<file path="src/pkg/stt_pkg.sv">
// Purpose: Shared constants for the 16-bit timer with capture/compare time base.
// Assumes: APB slave with 8-bit byte address, 32-bit data, one word per register.
// Notes:   Registers are 8 bits wide or less and sit in the low bits of each word.
package stt_pkg;

  // ----------------------------------------------------------------------
  // Bus and register map
  // ----------------------------------------------------------------------
  localparam int ADDR_W = 8;
  localparam int DATA_W = 32;
  localparam logic [7:0] OFS_CONTROL = 8'h00;
  localparam logic [7:0] OFS_COUNT_LOW = 8'h04;
  localparam logic [7:0] OFS_COUNT_HIGH = 8'h08;
  localparam logic [7:0] OFS_CAPCOMP_LOW = 8'h0C;
  localparam logic [7:0] OFS_CAPCOMP_HIGH = 8'h10;
  localparam logic [7:0] OFS_CAPCOMP_MODE = 8'h14;
  localparam logic [7:0] OFS_IRQ_STATUS = 8'h18;
  localparam logic [7:0] OFS_IRQ_MASK = 8'h1C;
  localparam logic [7:0] OFS_CORE_IRQ = 8'h20;

  // ----------------------------------------------------------------------
  // Field positions
  // ----------------------------------------------------------------------
  localparam int CTRL_RUN_BIT = 0;
  localparam int CTRL_WIDE_BIT = 1;
  localparam int CTRL_SYNCD_BIT = 2;
  localparam int CTRL_SOSC_BIT = 3;
  localparam int CTRL_PS_LSB = 4;
  localparam int CTRL_CS_LSB = 6;
  localparam int IRQ_OVF_BIT = 0;
  localparam int IRQ_CCP_BIT = 1;
  localparam int CORE_PEIE_BIT = 0;
  localparam int CORE_GIE_BIT = 1;

  // ----------------------------------------------------------------------
  // Encodings
  // ----------------------------------------------------------------------
  localparam logic [1:0] CS_INSTR = 2'h0;
  localparam logic [1:0] CS_SYSTEM = 2'h1;
  localparam logic [1:0] CS_PIN = 2'h2;
  localparam logic [1:0] CS_SOSC = 2'h3;
  localparam logic [1:0] CCM_OFF = 2'h0;
  localparam logic [1:0] CCM_CAPTURE = 2'h1;
  localparam logic [1:0] CCM_COMPARE = 2'h2;
  localparam logic [1:0] CCM_TRIGGER = 2'h3;

  // ----------------------------------------------------------------------
  // Counts and reset values
  // ----------------------------------------------------------------------
  localparam int CLOCK_HZ = 50_000_000;
  localparam logic [1:0] INSTR_LAST = 2'h3;
  localparam logic [1:0] DIV_STEP = 2'h1;
  localparam logic [2:0] PS_STEP = 3'h1;
  localparam logic [15:0] COUNT_MAX = 16'hFFFF;
  localparam logic [15:0] COUNT_ZERO = 16'h0000;
  localparam logic [15:0] COUNT_STEP = 16'h0001;
  localparam logic [7:0] CONTROL_RESET = 8'h00;

endpackage : stt_pkg

</file>
<file path="src/rtl/stt_timer.sv">
// Purpose: 16-bit up-counter with overflow interrupt, sleep wake-up and
//          capture/compare time base with special event trigger, on APB.
// Assumes: sleep_mode and special_trigger_in come from logic on clock;
//          ext_clock_pin and capture_pin are asynchronous pins.
// Notes:   APB answers with one wait state; pready, prdata, pslverr registered.
`timescale 1ns/1ps
`default_nettype none

// Summary of operation
// Counter counts up, wraps FFFF to 0000
// Every wrap sets the overflow flag
// Overflow interrupt needs run and three enables
// Software clears overflow flag; hardware holds it
// Software zeroes counter and flag before enabling
// In sleep count only async external clock
// Software prepares enables and clock before sleeping
// Overflow in sleep wakes; vector needs global enable
// Secondary oscillator keeps running through sleep
// Capture event copies counter into capcomp pair
// Counter equal to capcomp raises compare event
// Special event trigger clears both counter bytes
// Trigger clear never sets the overflow flag
// Capcomp pair acts as period under trigger
// Software runs timer synchronized for trigger use
// Counter write beats a coincident trigger clear
// Run bit set: count prescaled ticks, else hold
module stt_timer (
  input wire logic clock,
  input wire logic arst_n,
  input wire logic psel,
  input wire logic penable,
  input wire logic pwrite,
  input wire logic [stt_pkg::ADDR_W-1:0] paddr,
  input wire logic [stt_pkg::DATA_W-1:0] pwdata,
  output logic [stt_pkg::DATA_W-1:0] prdata,
  output logic pready,
  output logic pslverr,
  input wire logic sleep_mode,
  input wire logic ext_clock_pin,
  input wire logic capture_pin,
  input wire logic special_trigger_in,
  output logic irq,
  output logic wake,
  output logic compare_event,
  output logic special_trigger_out,
  output logic sosc_run
);
  import stt_pkg::*;

  // ----------------------------------------------------------------------
  // State
  // ----------------------------------------------------------------------
  typedef struct packed {
    logic [7:0] control;
    logic [15:0] count;
    logic [7:0] high_buf;
    logic [15:0] capval;
    logic [1:0] ccp_mode;
    logic [1:0] status;
    logic [1:0] mask;
    logic [1:0] core;
    logic [1:0] div;
    logic [2:0] pscnt;
    logic pin_s1;
    logic pin_s2;
    logic pin_s3;
    logic cap_s1;
    logic cap_s2;
    logic cap_s3;
    logic match_prev;
    logic pready;
    logic pslverr;
    logic [31:0] prdata;
    logic irq;
    logic wake;
    logic compare_event;
    logic trigger_out;
    logic sosc_run;
  } stt_state_type;

  stt_state_type r_reg;
  stt_state_type r_next;

  logic count_tick;
  logic trigger;
  logic cnt_wr;
  logic match_evt;
  logic cap_rise;
  logic sleep_ok;
  logic run;

  // Prescale divides by 1, 2, 4 or 8: last value of the prescale count
  function automatic logic [2:0] ps_limit(input logic [1:0] sel);
    logic [2:0] lim;
    unique case (sel)
      2'h0: lim = 3'h0;
      2'h1: lim = 3'h1;
      2'h2: lim = 3'h3;
      2'h3: lim = 3'h7;
    endcase
    return lim;
  endfunction : ps_limit

  function automatic logic addr_mapped(input logic [7:0] a);
    return (a == OFS_CONTROL) || (a == OFS_COUNT_LOW) || (a == OFS_COUNT_HIGH) ||
           (a == OFS_CAPCOMP_LOW) || (a == OFS_CAPCOMP_HIGH) ||
           (a == OFS_CAPCOMP_MODE) || (a == OFS_IRQ_STATUS) ||
           (a == OFS_IRQ_MASK) || (a == OFS_CORE_IRQ);
  endfunction : addr_mapped

  // ----------------------------------------------------------------------
  // Next state
  // ----------------------------------------------------------------------
  always_comb begin
    logic [1:0] cs;
    logic src_tick;
    logic pin_rise;
    logic ext_src;
    logic match;
    logic wr;
    logic [1:0] w1c;
    logic [1:0] sets;
    logic [1:0] pend;
    logic any_pend;
    cs = r_reg.control[CTRL_CS_LSB +: 2];
    src_tick = 1'b0;
    w1c = 2'h0;
    sets = 2'h0;
    r_next = r_reg;
    cnt_wr = 1'b0;
    count_tick = 1'b0;
    // Locals start defined so no path leaves them to a latch
    pin_rise = 1'b0;
    ext_src = 1'b0;
    match = 1'b0;
    wr = 1'b0;
    pend = 2'h0;
    any_pend = 1'b0;

    // Pins pass two flops before any logic looks at them
    r_next.pin_s1 = ext_clock_pin;
    r_next.pin_s2 = r_reg.pin_s1;
    r_next.pin_s3 = r_reg.pin_s2;
    r_next.cap_s1 = capture_pin;
    r_next.cap_s2 = r_reg.cap_s1;
    r_next.cap_s3 = r_reg.cap_s2;
    pin_rise = r_reg.pin_s2 & ~r_reg.pin_s3;
    cap_rise = r_reg.cap_s2 & ~r_reg.cap_s3;

    // Instruction clock is one in four system clocks
    r_next.div = r_reg.div + DIV_STEP;
    unique case (cs)
      CS_INSTR: src_tick = (r_reg.div == INSTR_LAST);
      CS_SYSTEM: src_tick = 1'b1;
      CS_PIN: src_tick = pin_rise;
      CS_SOSC: src_tick = pin_rise;
    endcase

    // sleep gates the source
    ext_src = (cs == CS_PIN) || (cs == CS_SOSC);
    sleep_ok = ~sleep_mode | (r_reg.control[CTRL_SYNCD_BIT] & ext_src);
    run = r_reg.control[CTRL_RUN_BIT];

    // prescaled tick while running
    if (run && sleep_ok && src_tick) begin
      if (r_reg.pscnt == ps_limit(r_reg.control[CTRL_PS_LSB +: 2])) begin
        r_next.pscnt = 3'h0;
        count_tick = 1'b1;
      end else begin
        r_next.pscnt = r_reg.pscnt + PS_STEP;
      end
    end

    // compare event on the first cycle of equality
    match = (r_reg.count == r_reg.capval) &&
            ((r_reg.ccp_mode == CCM_COMPARE) || (r_reg.ccp_mode == CCM_TRIGGER));
    r_next.match_prev = match;
    match_evt = match & ~r_reg.match_prev;
    r_next.compare_event = match_evt;
    // capcomp pair is the period under trigger mode
    r_next.trigger_out = match_evt && (r_reg.ccp_mode == CCM_TRIGGER);
    trigger = r_next.trigger_out | special_trigger_in;
    if (match_evt) begin
      sets[IRQ_CCP_BIT] = 1'b1;
    end

    // trigger clears, with no overflow flag
    if (trigger) begin
      r_next.count = COUNT_ZERO;
    end else if (count_tick) begin
      // natural 16-bit wrap
      r_next.count = r_reg.count + COUNT_STEP;
      // overflow flag on wrap
      if (r_reg.count == COUNT_MAX) begin
        sets[IRQ_OVF_BIT] = 1'b1;
      end
    end

    // APB: first access cycle loads the answer, second completes
    wr = psel & penable & r_reg.pready & pwrite;
    r_next.pready = psel & penable & ~r_reg.pready;
    r_next.pslverr = psel & penable & ~r_reg.pready & ~addr_mapped(paddr);
    if (psel && penable && !r_reg.pready && !pwrite) begin
      r_next.prdata = 32'h0000_0000;
      unique case (paddr)
        OFS_CONTROL: r_next.prdata[7:0] = r_reg.control;
        OFS_COUNT_LOW: begin
          r_next.prdata[7:0] = r_reg.count[7:0];
          // Wide reads freeze the high byte so both halves agree
          if (r_reg.control[CTRL_WIDE_BIT]) begin
            r_next.high_buf = r_reg.count[15:8];
          end
        end
        OFS_COUNT_HIGH: begin
          r_next.prdata[7:0] = r_reg.control[CTRL_WIDE_BIT] ? r_reg.high_buf
                                                             : r_reg.count[15:8];
        end
        OFS_CAPCOMP_LOW: r_next.prdata[7:0] = r_reg.capval[7:0];
        OFS_CAPCOMP_HIGH: r_next.prdata[7:0] = r_reg.capval[15:8];
        OFS_CAPCOMP_MODE: r_next.prdata[1:0] = r_reg.ccp_mode;
        OFS_IRQ_STATUS: r_next.prdata[1:0] = r_reg.status;
        OFS_IRQ_MASK: r_next.prdata[1:0] = r_reg.mask;
        OFS_CORE_IRQ: r_next.prdata[1:0] = r_reg.core;
        default: r_next.prdata = 32'h0000_0000;
      endcase
    end

    if (wr) begin
      unique case (paddr)
        OFS_CONTROL: r_next.control = pwdata[7:0];
        // a counter write overrides the trigger clear
        OFS_COUNT_LOW: begin
          cnt_wr = 1'b1;
          r_next.pscnt = 3'h0;
          r_next.count[7:0] = pwdata[7:0];
          if (r_reg.control[CTRL_WIDE_BIT]) begin
            r_next.count[15:8] = r_reg.high_buf;
          end else begin
            // Untouched byte keeps its old value, not the trigger clear
            r_next.count[15:8] = r_reg.count[15:8];
          end
        end
        OFS_COUNT_HIGH: begin
          if (r_reg.control[CTRL_WIDE_BIT]) begin
            r_next.high_buf = pwdata[7:0];
          end else begin
            cnt_wr = 1'b1;
            r_next.pscnt = 3'h0;
            r_next.count[15:8] = pwdata[7:0];
            r_next.count[7:0] = r_reg.count[7:0];
          end
        end
        OFS_CAPCOMP_LOW: r_next.capval[7:0] = pwdata[7:0];
        OFS_CAPCOMP_HIGH: r_next.capval[15:8] = pwdata[7:0];
        OFS_CAPCOMP_MODE: r_next.ccp_mode = pwdata[1:0];
        OFS_IRQ_STATUS: w1c = pwdata[1:0];
        OFS_IRQ_MASK: r_next.mask = pwdata[1:0];
        OFS_CORE_IRQ: r_next.core = pwdata[1:0];
        default: cnt_wr = 1'b0;
      endcase
    end

    // capture copies the counter; beats a bus write to the pair
    if (cap_rise && (r_reg.ccp_mode == CCM_CAPTURE)) begin
      r_next.capval = r_reg.count;
      sets[IRQ_CCP_BIT] = 1'b1;
    end

    // flags stay until written with a one; a new event wins
    r_next.status = (r_reg.status & ~w1c) | sets;

    // overflow interrupt needs run plus all enables; capture/compare needs only the enables
    pend = r_next.status & r_next.mask;
    any_pend = (pend[IRQ_OVF_BIT] & r_next.control[CTRL_RUN_BIT]) | pend[IRQ_CCP_BIT];
    r_next.irq = any_pend & r_next.core[CORE_PEIE_BIT] & r_next.core[CORE_GIE_BIT];
    // wake does not depend on the global enable
    r_next.wake = any_pend & r_next.core[CORE_PEIE_BIT] & sleep_mode;
    // oscillator follows its enable alone, sleep or not
    r_next.sosc_run = r_next.control[CTRL_SOSC_BIT];
  end

  always_ff @(posedge clock or negedge arst_n) begin
    if (!arst_n) begin
      r_reg <= '0;
    end else begin
      r_reg <= r_next;
    end
  end

  assign prdata = r_reg.prdata;
  assign pready = r_reg.pready;
  assign pslverr = r_reg.pslverr;
  assign irq = r_reg.irq;
  assign wake = r_reg.wake;
  assign compare_event = r_reg.compare_event;
  assign special_trigger_out = r_reg.trigger_out;
  assign sosc_run = r_reg.sosc_run;
endmodule : stt_timer

`default_nettype wire

</file>
<file path="config.mk">
export PLATFORM = sky130hd
export DESIGN_NAME = stt_timer
export DESIGN_NICKNAME = d
export VERILOG_FILES = /design/src/pkg/stt_pkg.sv /design/src/rtl/stt_timer.sv
export SDC_FILE = /design/constraint.sdc
export NUM_CORES = 1
export LEC_CHECK = 0
export ABC_AREA = 1
export BUFFER_PORTS_ARGS = -buffer_cell sky130_fd_sc_hd__buf_4
export CAP_MARGIN = 15
export CORE_MARGIN = 1
export CORE_UTILIZATION = 50
export CTS_CLUSTER_DIAMETER = 150
export CTS_CLUSTER_SIZE = 12
export DETAILED_ROUTE_END_ITERATION = 6
export PLACE_DENSITY = 0.72
export RECOVER_POWER = 100
export SLEW_MARGIN = 0
export SYNTH_ARGS = -nofsm -noshare
export SYNTH_HDL_FRONTEND = slang
export SYNTH_SLANG_ARGS = --single-unit
</file>
<file path="constraint.sdc">
create_clock -name clock -period 1.9 [get_ports clock]
set_clock_uncertainty 0.05 [all_clocks]
set_input_delay 0 -clock clock [delete_from_list [all_inputs] [get_ports clock]]
set_output_delay 0 -clock clock [all_outputs]
set_load 0.02 [all_outputs]
</file>
# ---- Word-level counts from Yosys, hierarchy flattened
# Index checks and enable logic that the tools add are counted.
dict set report totals {
  latch_bits 0
  mem_count 0
  elab_cells 148
  out_inout_bits 39
  romBits 0
  ramBits 0
  inputBits 49
  reg_bits 83
}
dict set report op_classes {
  n_eq_ne 22
  bitwise 26
  order_cmp 0
  n_mul 0
  add_sub_neg 3
  mux 38
  n_reduce_logical 31
  n_shift 0
  n_div 0
}
# operator n
set op_table {}
lappend op_table {{two-way mux 16 bit} 4}
lappend op_table {{two-way mux 8 bit} 8}
lappend op_table {{two-way mux 46 bit} 1}
lappend op_table {{equality test 8 x 5 -> 1 bit, second input constant} 4}
lappend op_table {{one-hot mux 16 bit (2 select lines)} 1}
lappend op_table {{one-hot mux 6 bit (5 select lines)} 1}
lappend op_table {{one-hot mux 2 bit (9 select lines)} 1}
lappend op_table {{adder 16 x 1 -> 16 bit, second input constant} 1}
lappend op_table {{equality test 16 bit} 1}
lappend op_table {{equality test 16 bit, second input constant} 1}
lappend op_table {{equality test 8 x 4 -> 1 bit, second input constant} 2}
lappend op_table {{two-way mux 3 bit} 5}
lappend op_table {{equality test 2 bit, second input constant} 7}
lappend op_table {{AND 1 bit} 13}
lappend op_table {{one-hot mux 3 bit (4 select lines)} 1}
lappend op_table {{logical OR 1 bit} 10}
lappend op_table {{two-way mux 2 bit} 5}
lappend op_table {{equality test 8 x 3 -> 1 bit, second input constant} 1}
lappend op_table {{equality test 8 x 6 -> 1 bit, second input constant} 1}
lappend op_table {{logical AND 1 bit} 8}
lappend op_table {{zero test 8 bit} 1}
lappend op_table {{two-way mux 4 bit} 2}
lappend op_table {{AND reduction 2 bit} 4}
lappend op_table {{two-way mux 1 bit} 7}
lappend op_table {{16 further kinds} 30}

# ---- Logic depth before layout (Yosys ltp)
# Gate-level depths: netlist of run 1.
dict set report logic_depth {
  ltp_word 19
  ltp_mapped 16
  ltp_nobuf 15
}

# ---- Worst setup path after synthesis of run 1
# No wires, ideal clock.
dict set report synth_timing {
  path_type {register -> register}
  start {reg r_reg[84] (netlist name)}
  end {reg r_reg[97] (netlist name)}
  arrival_time_ns 1.582
  n_path_buf 0
  period_less_slack_ns 1.749
  required_time_ns 1.733
  path_stages_with_launch 12
  slack_ns 0.151
  setup_time_ns 0.117
  path_cell_list {dfrtp_1 ha_1 inv_1 nor2_2 nand3_1 nor2_1 inv_1 nor2_2 nand4_1 or2_2 nand3_1 nand2_1}
}
# element line
set synth_lines {}
lappend synth_lines {{from (decl)} stt_timer.sv:81} ;# stt_state_type r_reg;
lappend synth_lines {{from (signal assigned)} stt_timer.sv:286} ;# r_reg <= r_next;

==> impl_table.tex, run 1 <==
\begin{tabular}{lr}
\hline
Metric & Value \\
\hline
\multicolumn{2}{l}{\textbf{Logic synthesis}} \\
Top cells by area, synth & sky130\_fd\_sc\_hd\_\_dfrtp\_1 39\%, sky130\_fd\_sc\_hd\_\_nand2\_1 11\%, sky130\_fd\_sc\_hd\_\_inv\_1 5.1\% \\
Distinct cell type count of the synthesized netlist & 53 \\
Async S/R FF share, synth & 100\% \\
Post-synthesis register bit count & 82 \\
Cells after Synth & 678 \\
Area fraction in and, or, nand and nor cells after synthesis & 28.0\% \\
Dominant cell type by area after synthesis & sky130\_fd\_sc\_hd\_\_dfrtp\_1 \\
Post-synthesis sequential area ratio & 39.1\% \\
Fraction of the mapped netlist area in compound gates & 16.2\% \\
Mean area per synthesized cell & 7.75 µm² \\
Most common library cells after synthesis & 156 x sky130\_fd\_sc\_hd\_\_nand2\_1, 82 x sky130\_fd\_sc\_hd\_\_dfrtp\_1, 72 x sky130\_fd\_sc\_hd\_\_inv\_1, 48 x sky130\_fd\_sc\_hd\_\_nand3\_1, 46 x sky130\_fd\_sc\_hd\_\_o21ai\_0 \\
Share of Yosys cell area claimed by the top area cell type & 39.1\% \\
Main combinational cell family by area after synthesis & simple AND/OR/NAND/NOR gates \\
Multiplexer share of the synthesized area & 0\% \\
Parity-gate share of the synthesized area counting xor and xnor cells & 2.84\% \\
Primary flip-flop cell chosen by synthesis mapping & sky130\_fd\_sc\_hd\_\_dfrtp\_1 \\
Synthesis Warnings & 0 \\
Post-synthesis instance area & 5250 µm² \\
Top-count cell post-synth & sky130\_fd\_sc\_hd\_\_nand2\_1 \\
Post-Synth Adder-Cell Area & 0.715\% \\
Count of flip-flops with a built-in enable after synthesis & 0 \\
\multicolumn{2}{l}{\textbf{Setup path}} \\
Crit path kind & reg2reg \\
Crit path DAT & 2190 ps \\
Critical path capture point type & flop \\
Critical path's slowest cell & sky130\_fd\_sc\_hd\_\_dfrtp\_1 \\
Critical Path Max Stage Delay & 440 ps \\
CP Data Required Time & 2060 ps \\
Crit-path most repeated cell & sky130\_fd\_sc\_hd\_\_nand2\_1 \\
Crit path max-delay family & simple AND/OR/NAND/NOR gates \\
Startpoint kind of the worst setup timing path & flop \\
Highest fanout seen on the critical path & 4 \\
Worst path cell trace & inv\_2, nand2\_2, nand2\_1, nor2\_1, nand2\_1, nor2\_1, nand2\_1, nor2\_2, nand3\_2, nand2\_2, nor2\_4, buf\_6, nand3\_1, o211ai\_1 \\
Number of buffers and inverters on the critical path & 2 \\
\multicolumn{2}{l}{\textbf{Pwr}} \\
Switching share of power & 26.2\% \\
Maximum vdd ir drop & 0.000543 V \\
Design Power & 3.62 mW \\
Cell-internal power & 2.67 mW \\
Power per cell area & 562 nW/µm² \\
Combinational Power Share & 10.1\% \\
Clock network power share & 40.0\% \\
Pleak & 3.06 nW \\
Net switching component of the power & 0.948 mW \\
Proportion of power drawn by flip-flops and latches & 50.0\% \\
\multicolumn{2}{l}{\textbf{Worst hold path}} \\
Worst hold path type & in2reg \\
\multicolumn{2}{l}{\textbf{Final layout}} \\
Final layout net count & 839 \\
Number of flip-flops under the largest register name & 64 \\
Fraction of the core area covered by cells at the end of the flow & 63.0\% \\
Post-Layout Inst Area & 6450 µm² \\
Antenna Diode Count & 0 \\
Number of fillers in the final layout & 910 \\
Ratio of cells with drive above 1 in the final layout & 25.4\% \\
Synthesis-to-finish area growth & 22.8\% \\
\multicolumn{2}{l}{\textbf{Place}} \\
Post-DP HPWL & 12900 µm \\
Routability cong. & 1.00 \\
Post-detailed-placement cell area & 5890 µm² \\
Count of input and output buffers & 39 \\
\multicolumn{2}{l}{\textbf{Detailed routing}} \\
Wire length reported by the detailed router & 17500 µm \\
Count of antenna-violating nets left after detailed routing & 0 \\
Detailed-route via count & 5406 \\
Initial DRT Pass Iterations & 5 \\
Starting DRT DRC Count & 460 \\
Vias per cell & 5.83 \\
Remaining DRCs & 0 \\
Detail-routed net length per standard cell & 18.9 µm \\
\multicolumn{2}{l}{\textbf{Run status}} \\
Run status & finished with violations \\
Violations in the final reports & negative setup slack \\
\multicolumn{2}{l}{\textbf{STA}} \\
Period utilization & 107\% \\
Clock period minus worst slack & 2030 ps \\
Minimum setup slack in the final design & -133 ps \\
Headroom to the max-slew limit & 25.0\% \\
Fmax & 0.492 GHz \\
Setup-failing EPs final & 17 \\
RSZ-0062 raised after global routing & yes \\
Worst slew pin tran & 1120 ps \\
Hold violation total from the final report & 0 \\
Max-slew violation count & 0 \\
Sum of negative setup slack & -961 ps \\
\multicolumn{2}{l}{\textbf{Global route}} \\
Wire length of the first global-routing pass & 27200 µm \\
Overall overflow remaining after global route & 0 \\
Global routing usage summed across all routing layers & 33.0\% \\
Initial antenna violation count & 0 \\
Pin count of the biggest net entering global routing & 44 \\
Vias in the first global route & 5097 \\
\multicolumn{2}{l}{\textbf{Floorplanning}} \\
I/O pin count & 88 \\
Floorplan die width & 104 µm \\
Area enclosed by the die boundary & 10900 µm² \\
Effective utilization at floorplan & 51.3\% \\
Vertical die dimension & 104 µm \\
Number of cell rows & 37 \\
Std-Cell Core Area & 10200 µm² \\
\multicolumn{2}{l}{\textbf{Clocking}} \\
Clock network latency to the later pin of the worst-skew pair & 370 ps \\
Reg clk slew, reported paths & 90 ps \\
\# clock sinks & 82 \\
Clock Tree Buf Depth & 2 \\
Number of buffers created by CTS & 9 \\
Library cell used as clock root buffer & sky130\_fd\_sc\_hd\_\_clkbuf\_8 \\
CTS tree & yes \\
Maximum level of the CTS H-tree & 3 \\
\multicolumn{2}{l}{\textbf{Run}} \\
Max\_cap viols & 0 \\
\hline
\end{tabular}
==> worst paths after layout <==
path	from	to	slack, ps	cells after the start
setup / recovery	r_reg[86]	r_reg[98]	-130	14
hold / removal	paddr[5]	r_reg[52]	40	3
setup reg to reg	r_reg[86]	r_reg[98]	-130	14
hold reg to reg	r_next[44]	r_next[43]	310	0
max in group asynchronous	arst_n	r_reg[99]	340	3
min in group asynchronous	arst_n	r_reg[96]	310	2
==> kinds of logic (layout without fill, tap and decap cells) <==
| logic type | Yosys count | after routing |
|---|---|---|
| XOR/XNOR | 17 | 17 |
| other | 1 | 24 |
| AO/OA/AOI/OAI | 127 | 127 |
| flip-flops | 82 | 82 |
| AND/OR/NAND/NOR | 309 | 309 |
| adder cells (fa/ha/maj) | 3 | 3 |
| buffers and inverters | 139 | 229 |
==> power by group through the flow <==
| stage | clock network (mW) | registers (mW) | logic, mW |
|---|---|---|---|
| floorplan | 0 | 1.84 | 0.232 |
| global placement | 0 | 1.84 | 0.337 |
| detailed placement | 0 | 1.84 | 0.340 |
| CTS | 1.46 | 1.81 | 0.375 |
| global route | 1.51 | 1.81 | 0.395 |
| finish | 1.45 | 1.81 | 0.364 |
==> cell usage in the layout, fill, tap and decap left out, types with 15 or more instances in the layout <==
| cell | netlist | routed |
|---|---|---|
| sky130_fd_sc_hd__nand3_1 | 48 | 43 |
| sky130_fd_sc_hd__clkbuf_1 | 10 | 17 |
| sky130_fd_sc_hd__o22ai_1 | 17 | 17 |
| sky130_fd_sc_hd__nor2_1 | 45 | 42 |
| sky130_fd_sc_hd__buf_4 | 32 | 92 |
| sky130_fd_sc_hd__nand2_2 | 6 | 20 |
| sky130_fd_sc_hd__dlygate4sd3_1 | 0 | 15 |
| sky130_fd_sc_hd__o21ai_0 | 46 | 47 |
| sky130_fd_sc_hd__inv_2 | 7 | 15 |
| sky130_fd_sc_hd__dfrtp_1 | 82 | 82 |
| sky130_fd_sc_hd__nand2_1 | 156 | 142 |
| sky130_fd_sc_hd__conb_1 | 1 | 24 |
| sky130_fd_sc_hd__inv_1 | 72 | 63 |
==> per-layer routing <==
layer	share of wire (%)	track usage, %
met5	0	0
met4	4.8	18.8
met3	7.3	4.82
met2	46	51.7
met1	41	43.8
==> area by class of cell <==
type,count,area (µm²),share of cell area [%]
clock inverter,5,78.8,1.22
multi-input combinational,480,2720,42.2
timing repair buffer,132,971,15.1
sequential,82,2050,31.8
clock buffer,10,138,2.13
tap,136,170,2.64
inverter,82,317,4.91
==> worst register-to-register path: cells and delay by family, from the launching register on <==
kind,cells,cell delay (ps)
AOI/OAI and AO/OA,1,170
buffers and inverters,2,210
DFF,1,440
and+or+nand+nor,11,970
==> stage by stage <==
stage,worst slack [ps],cells,hold slack [ps]
global placement,-47.7,879,-12.7
detailed placement,-88.0,879,-11.3
CTS,-47.2,915,28.6
floorplan,151,701,-346
global route,-227,927,69.7
finish,-133,927,41.9
==> repair_timing <==
action	4_1_cts	5_1_grt
setup buffers	6	12
endpoints found under the hold margin	80	0
hold buffers	15	0
setup endpoints to repair	15	24
pin swaps	5	17
gates resized for setup	9	42
Note: power is estimated with default switching activity, not from simulation.
==> run 2: changes to the inputs <==
- SETUP_SLACK_MARGIN: default -> 0.1
==> run 2 against run 1 <==
Via count up 0.61%. Largest cell class unchanged. Highest routed layer unchanged. The run still ends with negative setup slack left. Global-route usage up 0.50 points. Sequential share of layout area down 0.82 points. Largest power group unchanged. Sequential cell count unchanged. Clock power about the same. Count of clock-buffer cells in the layout unchanged. Routed wire length up 1.4%. Total power up 0.38%. Non-clock buffer count up 8. Critical path depth unchanged. Die area unchanged. Hold slack worse by 4.7 ps.
==> impl_table.tex, run 2 (synthesis results as in run 1) <==
\begin{tabular}{lr}
\hline
Metric & Value \\
\hline
\multicolumn{2}{l}{\textbf{Final layout}} \\
Antenna Diode Count & 0 \\
Ratio of cells with drive above 1 in the final layout & 27.8\% \\
Non-Filler Instances & 935 \\
Final layout net count & 847 \\
Number of flip-flops under the largest register name & 64 \\
Most frequent standard cell in the layout excluding fill and tap cells & sky130\_fd\_sc\_hd\_\_nand2\_1 \\
Top library cells by usage in the layout, fill and taps aside & 143 x sky130\_fd\_sc\_hd\_\_nand2\_1, 93 x sky130\_fd\_sc\_hd\_\_buf\_4, 82 x sky130\_fd\_sc\_hd\_\_dfrtp\_1 \\
Synthesis-to-finish area growth & 26.1\% \\
\multicolumn{2}{l}{\textbf{Place}} \\
Post-DP HPWL & 12900 µm \\
Routability cong. & 1.00 \\
Count of input and output buffers & 39 \\
Dpl cells & 879 \\
\multicolumn{2}{l}{\textbf{Setup path}} \\
Critical path's slowest cell & sky130\_fd\_sc\_hd\_\_dfrtp\_1 \\
Crit path DAT & 2190 ps \\
R2r startpoint & r\_reg[69] \\
CP Data Required Time & 2120 ps \\
Crit path kind & reg2reg \\
Worst path cell trace & inv\_1, nand2\_2, nand2\_1, nor2\_1, nand2\_1, nor2\_1, nand2\_1, nor2\_2, nand3\_2, nand2\_2, nor2\_4, buf\_6, buf\_6, a31o\_4 \\
Critical path capture point type & flop \\
R2R Path End & r\_reg[93] \\
Crit-path most repeated cell & sky130\_fd\_sc\_hd\_\_nand2\_1 \\
Startpoint kind of the worst setup timing path & flop \\
R2R depth & 14 \\
Critical Path Max Stage Delay & 400 ps \\
Highest fanout seen on the critical path & 4 \\
Flop-to-flop setup slack & -70 ps \\
\multicolumn{2}{l}{\textbf{STA}} \\
Hold violation total from the final report & 0 \\
Max-slew violation count & 0 \\
Period utilization & 104\% \\
RSZ-0062 raised after global routing & yes \\
Sum of negative setup slack & -216 ps \\
Minimum setup slack in the final design & -74.4 ps \\
Headroom to the max-slew limit & 24.1\% \\
Fmax & 0.506 GHz \\
Setup-failing EPs final & 6 \\
Worst slew pin tran & 1140 ps \\
Clock period minus worst slack & 1970 ps \\
\multicolumn{2}{l}{\textbf{Global route}} \\
Pin count of the biggest net entering global routing & 44 \\
Wire length of the first global-routing pass & 27700 µm \\
Initial antenna violation count & 0 \\
Overall overflow remaining after global route & 0 \\
Vias in the first global route & 5203 \\
Global routing usage summed across all routing layers & 33.5\% \\
\multicolumn{2}{l}{\textbf{Detailed routing}} \\
Vias per cell & 5.82 \\
Detail-routed net length per standard cell & 19.0 µm \\
Detailed-route via count & 5439 \\
Wire length reported by the detailed router & 17800 µm \\
Initial DRT Pass Iterations & 5 \\
Starting DRT DRC Count & 509 \\
Remaining DRCs & 0 \\
Count of antenna-violating nets left after detailed routing & 0 \\
\multicolumn{2}{l}{\textbf{Floorplanning}} \\
Std-Cell Core Area & 10200 µm² \\
Number of cell rows & 37 \\
I/O pin count & 88 \\
Effective utilization at floorplan & 51.3\% \\
Vertical die dimension & 104 µm \\
Floorplan die width & 104 µm \\
Area enclosed by the die boundary & 10900 µm² \\
\multicolumn{2}{l}{\textbf{Pwr}} \\
Pleak & 3.17 nW \\
Power per cell area & 549 nW/µm² \\
Maximum vdd ir drop & 0.000549 V \\
\multicolumn{2}{l}{\textbf{Clocking}} \\
Clock network latency to the later pin of the worst-skew pair & 370 ps \\
CTS tree & yes \\
\# clock sinks & 82 \\
Maximum level of the CTS H-tree & 3 \\
Reg clk slew, reported paths & 90 ps \\
Library cell used as clock root buffer & sky130\_fd\_sc\_hd\_\_clkbuf\_8 \\
Clock Tree Buf Depth & 2 \\
Number of buffers created by CTS & 9 \\
\multicolumn{2}{l}{\textbf{Worst hold path}} \\
Startpoint of the most critical hold path & paddr[5] \\
Worst hold path type & in2reg \\
Hold Path Stages & 3 \\
Hold-critical path endpoint & r\_reg[52] \\
\multicolumn{2}{l}{\textbf{Run}} \\
Max\_cap viols & 0 \\
\multicolumn{2}{l}{\textbf{Run status}} \\
Run status & finished with violations \\
Violations in the final reports & negative setup slack \\
\hline
\end{tabular}
## run 2: cell types whose count changed in the layout (fill, tap and decap cells not counted), sizes merged
cell,previous run,this run
buf,95,103
## run 2: layout make-up
class / instances / area, µm²
fill: 902 / 3610
multi-input combinational: 480 / 2810
sequential: 82 / 2050
timing repair buffer: 140 / 1050
inverter: 82 / 317
tap: 136 / 170
clock buffer: 10 / 138
clock inverter: 5 / 78.8
## run 2: how the worst max path moves through the flow
stage,startpoint,end,cells after the start
6_report,r_reg[69],r_reg[93],14
2_1_floorplan,r_reg[84],r_reg[97],11
4_1_cts,r_reg[94],r_reg[93],13
3_5_place_dp,r_reg[95],r_reg[98],11
3_3_place_gp,r_reg[83],r_reg[97],11
5_1_grt,r_reg[84],r_reg[93],14
## run 2: critical path: cells and delay by family (launching register included)
kind | cells | cell delay [ps]
simple gates | 10 | 840
flops | 1 | 400
compound gates | 1 | 200
buf+inv | 3 | 360
## run 2: through the flow
stage	power, mW	setup WS, ps	hold WS (ps)	util, %	instance area (µm²)
after global placement	2.18	-47.7	-12.7	57.6	5890
after floorplan	2.07	151	-346	-	5340
after detailed placement	2.18	-88.0	-11.3	57.6	5890
after global routing	3.73	-148	69.8	64.7	6620
after CTS	3.66	-7.36	28.6	63.8	6530
final	3.64	-74.4	37.1	64.7	6620
## run 2: layer usage
layer | vias to the layer above | GRT usage [%] | part of all wire [%]
met4 | 0 | 18.3 | 4.4
met1 | 2592 | 44.1 | 40
met5 | - | 0 | 0
li1 | 2442 | - | -
met3 | 69 | 4.95 | 7.6
met2 | 336 | 53.3 | 48
## run 2: power by group
| group | internal [mW] | switching, mW |
|---|---|---|
| combinational | 0.130 | 0.244 |
| clock | 0.767 | 0.684 |
| sequential | 1.78 | 0.0281 |
| total | 2.68 | 0.956 |
## run 2: timing repair
action | CTS | global route
setup endpoints to repair | 26 | 28
gates cloned | 0 | 0
endpoints found under the hold margin | 80 | 0
hold buffers | 15 | 0
gates resized for setup | 32 | 40
buffers inserted | 20 | 10
pin swaps | 14 | 17
==> run 3: changes to the inputs <==
- RECOVER_POWER: 100 -> 25
==> run 3 against run 2 <==
The flow still finishes with violations (negative setup slack). Register-to-register slack barely moved. Cell area increased by 1.4%. Count of clock-buffer cells in the layout unchanged. Global-route usage unchanged. Largest cell class unchanged.
==> impl_table.tex, run 3 (synthesis results as in run 1) <==
\begin{tabular}{lr}
\hline
Metric & Value \\
\hline
\multicolumn{2}{l}{\textbf{Setup path}} \\
Startpoint kind of the worst setup timing path & flop \\
CP Data Required Time & 2120 ps \\
Critical Path Max Stage Delay & 410 ps \\
Critical path's slowest cell & sky130\_fd\_sc\_hd\_\_dfrtp\_1 \\
Highest fanout seen on the critical path & 5 \\
Critical path capture point type & flop \\
R2r startpoint & r\_reg[95] \\
Worst path cell trace & inv\_2, or2\_1, nand2\_1, nor2\_1, nand2\_1, nor2\_2, nand3\_2, nand2\_2, nor2\_4, buf\_6, buf\_6, a31o\_4 \\
Crit path kind & reg2reg \\
Crit path DAT & 2190 ps \\
R2R depth & 12 \\
Flop-to-flop setup slack & -60 ps \\
R2R Path End & r\_reg[93] \\
\multicolumn{2}{l}{\textbf{Detailed routing}} \\
Wire length reported by the detailed router & 17800 µm \\
Count of antenna-violating nets left after detailed routing & 0 \\
Detailed-route via count & 5438 \\
Detail-routed net length per standard cell & 19.0 µm \\
Initial DRT Pass Iterations & 6 \\
Remaining DRCs & 0 \\
Vias per cell & 5.82 \\
Starting DRT DRC Count & 498 \\
\multicolumn{2}{l}{\textbf{Global route}} \\
Wire length of the first global-routing pass & 27700 µm \\
Vias in the first global route & 5203 \\
Pin count of the biggest net entering global routing & 44 \\
Global routing usage summed across all routing layers & 33.5\% \\
Initial antenna violation count & 0 \\
Overall overflow remaining after global route & 0 \\
\multicolumn{2}{l}{\textbf{Pwr}} \\
Net switching component of the power & 0.955 mW \\
Proportion of power drawn by flip-flops and latches & 49.5\% \\
Combinational Power Share & 10.8\% \\
Switching share of power & 26.1\% \\
Pleak & 3.24 nW \\
Cell-internal power & 2.70 mW \\
Design Power & 3.65 mW \\
Maximum vdd ir drop & 0.000546 V \\
Clock network power share & 39.6\% \\
Power per cell area & 545 nW/µm² \\
\multicolumn{2}{l}{\textbf{Floorplanning}} \\
Floorplan die width & 104 µm \\
Vertical die dimension & 104 µm \\
Std-Cell Core Area & 10200 µm² \\
I/O pin count & 88 \\
Area enclosed by the die boundary & 10900 µm² \\
Effective utilization at floorplan & 51.3\% \\
Number of cell rows & 37 \\
\multicolumn{2}{l}{\textbf{STA}} \\
Clock period minus worst slack & 1960 ps \\
Fmax & 0.509 GHz \\
RSZ-0062 raised after global routing & yes \\
Setup-failing EPs final & 6 \\
Headroom to the max-slew limit & 22.2\% \\
Sum of negative setup slack & -184 ps \\
Final Hold Slack & 40.3 ps \\
Period utilization & 103\% \\
Hold violation total from the final report & 0 \\
Worst slew pin tran & 1170 ps \\
Max-slew violation count & 0 \\
Minimum setup slack in the final design & -63.3 ps \\
\multicolumn{2}{l}{\textbf{Final layout}} \\
Top library cells by usage in the layout, fill and taps aside & 143 x sky130\_fd\_sc\_hd\_\_nand2\_1, 112 x sky130\_fd\_sc\_hd\_\_buf\_4, 81 x sky130\_fd\_sc\_hd\_\_dfrtp\_1 \\
Final layout net count & 847 \\
Ratio of cells with drive above 1 in the final layout & 30.2\% \\
Synthesis-to-finish area growth & 27.8\% \\
Fraction of the core area covered by cells at the end of the flow & 65.6\% \\
Antenna Diode Count & 0 \\
Post-Layout Inst Area & 6710 µm² \\
Non-Filler Instances & 935 \\
Most frequent standard cell in the layout excluding fill and tap cells & sky130\_fd\_sc\_hd\_\_nand2\_1 \\
Number of fillers in the final layout & 882 \\
Number of flip-flops under the largest register name & 64 \\
\multicolumn{2}{l}{\textbf{Place}} \\
Dpl cells & 879 \\
Count of input and output buffers & 39 \\
Post-DP HPWL & 12900 µm \\
Worst setup slack after placement & -88.0 ps \\
Post-detailed-placement cell area & 5890 µm² \\
Routability cong. & 1.00 \\
\multicolumn{2}{l}{\textbf{Worst hold path}} \\
Startpoint of the most critical hold path & paddr[5] \\
Hold-critical path endpoint & r\_reg[52] \\
Hold Path Stages & 3 \\
Worst hold path type & in2reg \\
\multicolumn{2}{l}{\textbf{Run status}} \\
Violations in the final reports & negative setup slack \\
Run status & finished with violations \\
\multicolumn{2}{l}{\textbf{Clocking}} \\
Reg clk slew, reported paths & 90 ps \\
\# clock sinks & 82 \\
Number of buffers created by CTS & 9 \\
CTS tree & yes \\
Clock Tree Buf Depth & 2 \\
Maximum level of the CTS H-tree & 3 \\
Clock network latency to the later pin of the worst-skew pair & 380 ps \\
Library cell used as clock root buffer & sky130\_fd\_sc\_hd\_\_clkbuf\_8 \\
\multicolumn{2}{l}{\textbf{Run}} \\
Max\_cap viols & 0 \\
\hline
\end{tabular}
-- run 3: worst max path at each step --
stage / slack, ps / to / from / depth (start not counted)
floorplan: 150 / r_reg[97] / r_reg[84] / 11
global placement: -50 / r_reg[97] / r_reg[83] / 11
detailed placement: -90 / r_reg[98] / r_reg[95] / 11
CTS: -7 / r_reg[93] / r_reg[94] / 13
global route: -150 / r_reg[93] / r_reg[84] / 14
finish: -60 / r_reg[93] / r_reg[95] / 12
-- run 3: worst max-delay path, delay by kind of cell (launching register included) --
| family | cells | cell delay (ps) |
|---|---|---|
| buffers and inverters | 3 | 370 |
| AOI/OAI and AO/OA | 1 | 200 |
| and+or+nand+nor | 8 | 830 |
| DFF | 1 | 410 |
-- run 3: final cells by class --
class	count	area (µm²)	share of cell area [%]
multi-input cells	480	2820	42.0
repair buffers	140	1130	16.9
clock inverters	5	78.8	1.17
clock buffers	10	138	2.05
well taps	136	170	2.54
flip-flops and latches	82	2050	30.6
inverters	82	319	4.75
-- run 3: per-layer routing --
| metal | vias to the layer above | routed length, µm | track usage (%) |
|---|---|---|---|
| li1 | 2437 | - | - |
| met1 | 2626 | 7220 | 44.1 |
| met2 | 313 | 8500 | 53.3 |
| met3 | 62 | 1280 | 4.95 |
| met4 | 0 | 764 | 18.3 |
| met5 | - | 0 | 0 |
-- run 3: power groups by stage --
| stage | combinational (mW) | sequential [mW] | clock [mW] |
|---|---|---|---|
| after floorplan | 0.232 | 1.84 | 0 |
| after global placement | 0.337 | 1.84 | 0 |
| after detailed placement | 0.340 | 1.84 | 0 |
| after CTS | 0.389 | 1.81 | 1.46 |
| after global routing | 0.428 | 1.81 | 1.51 |
| final | 0.396 | 1.81 | 1.45 |
-- run 3: what timing repair did --
action	CTS	global route
resized for setup	32	40
endpoints found under the hold margin	80	0
setup endpoints to repair	26	28
setup buffers	20	10
hold buffers	15	0
pin swaps	14	17
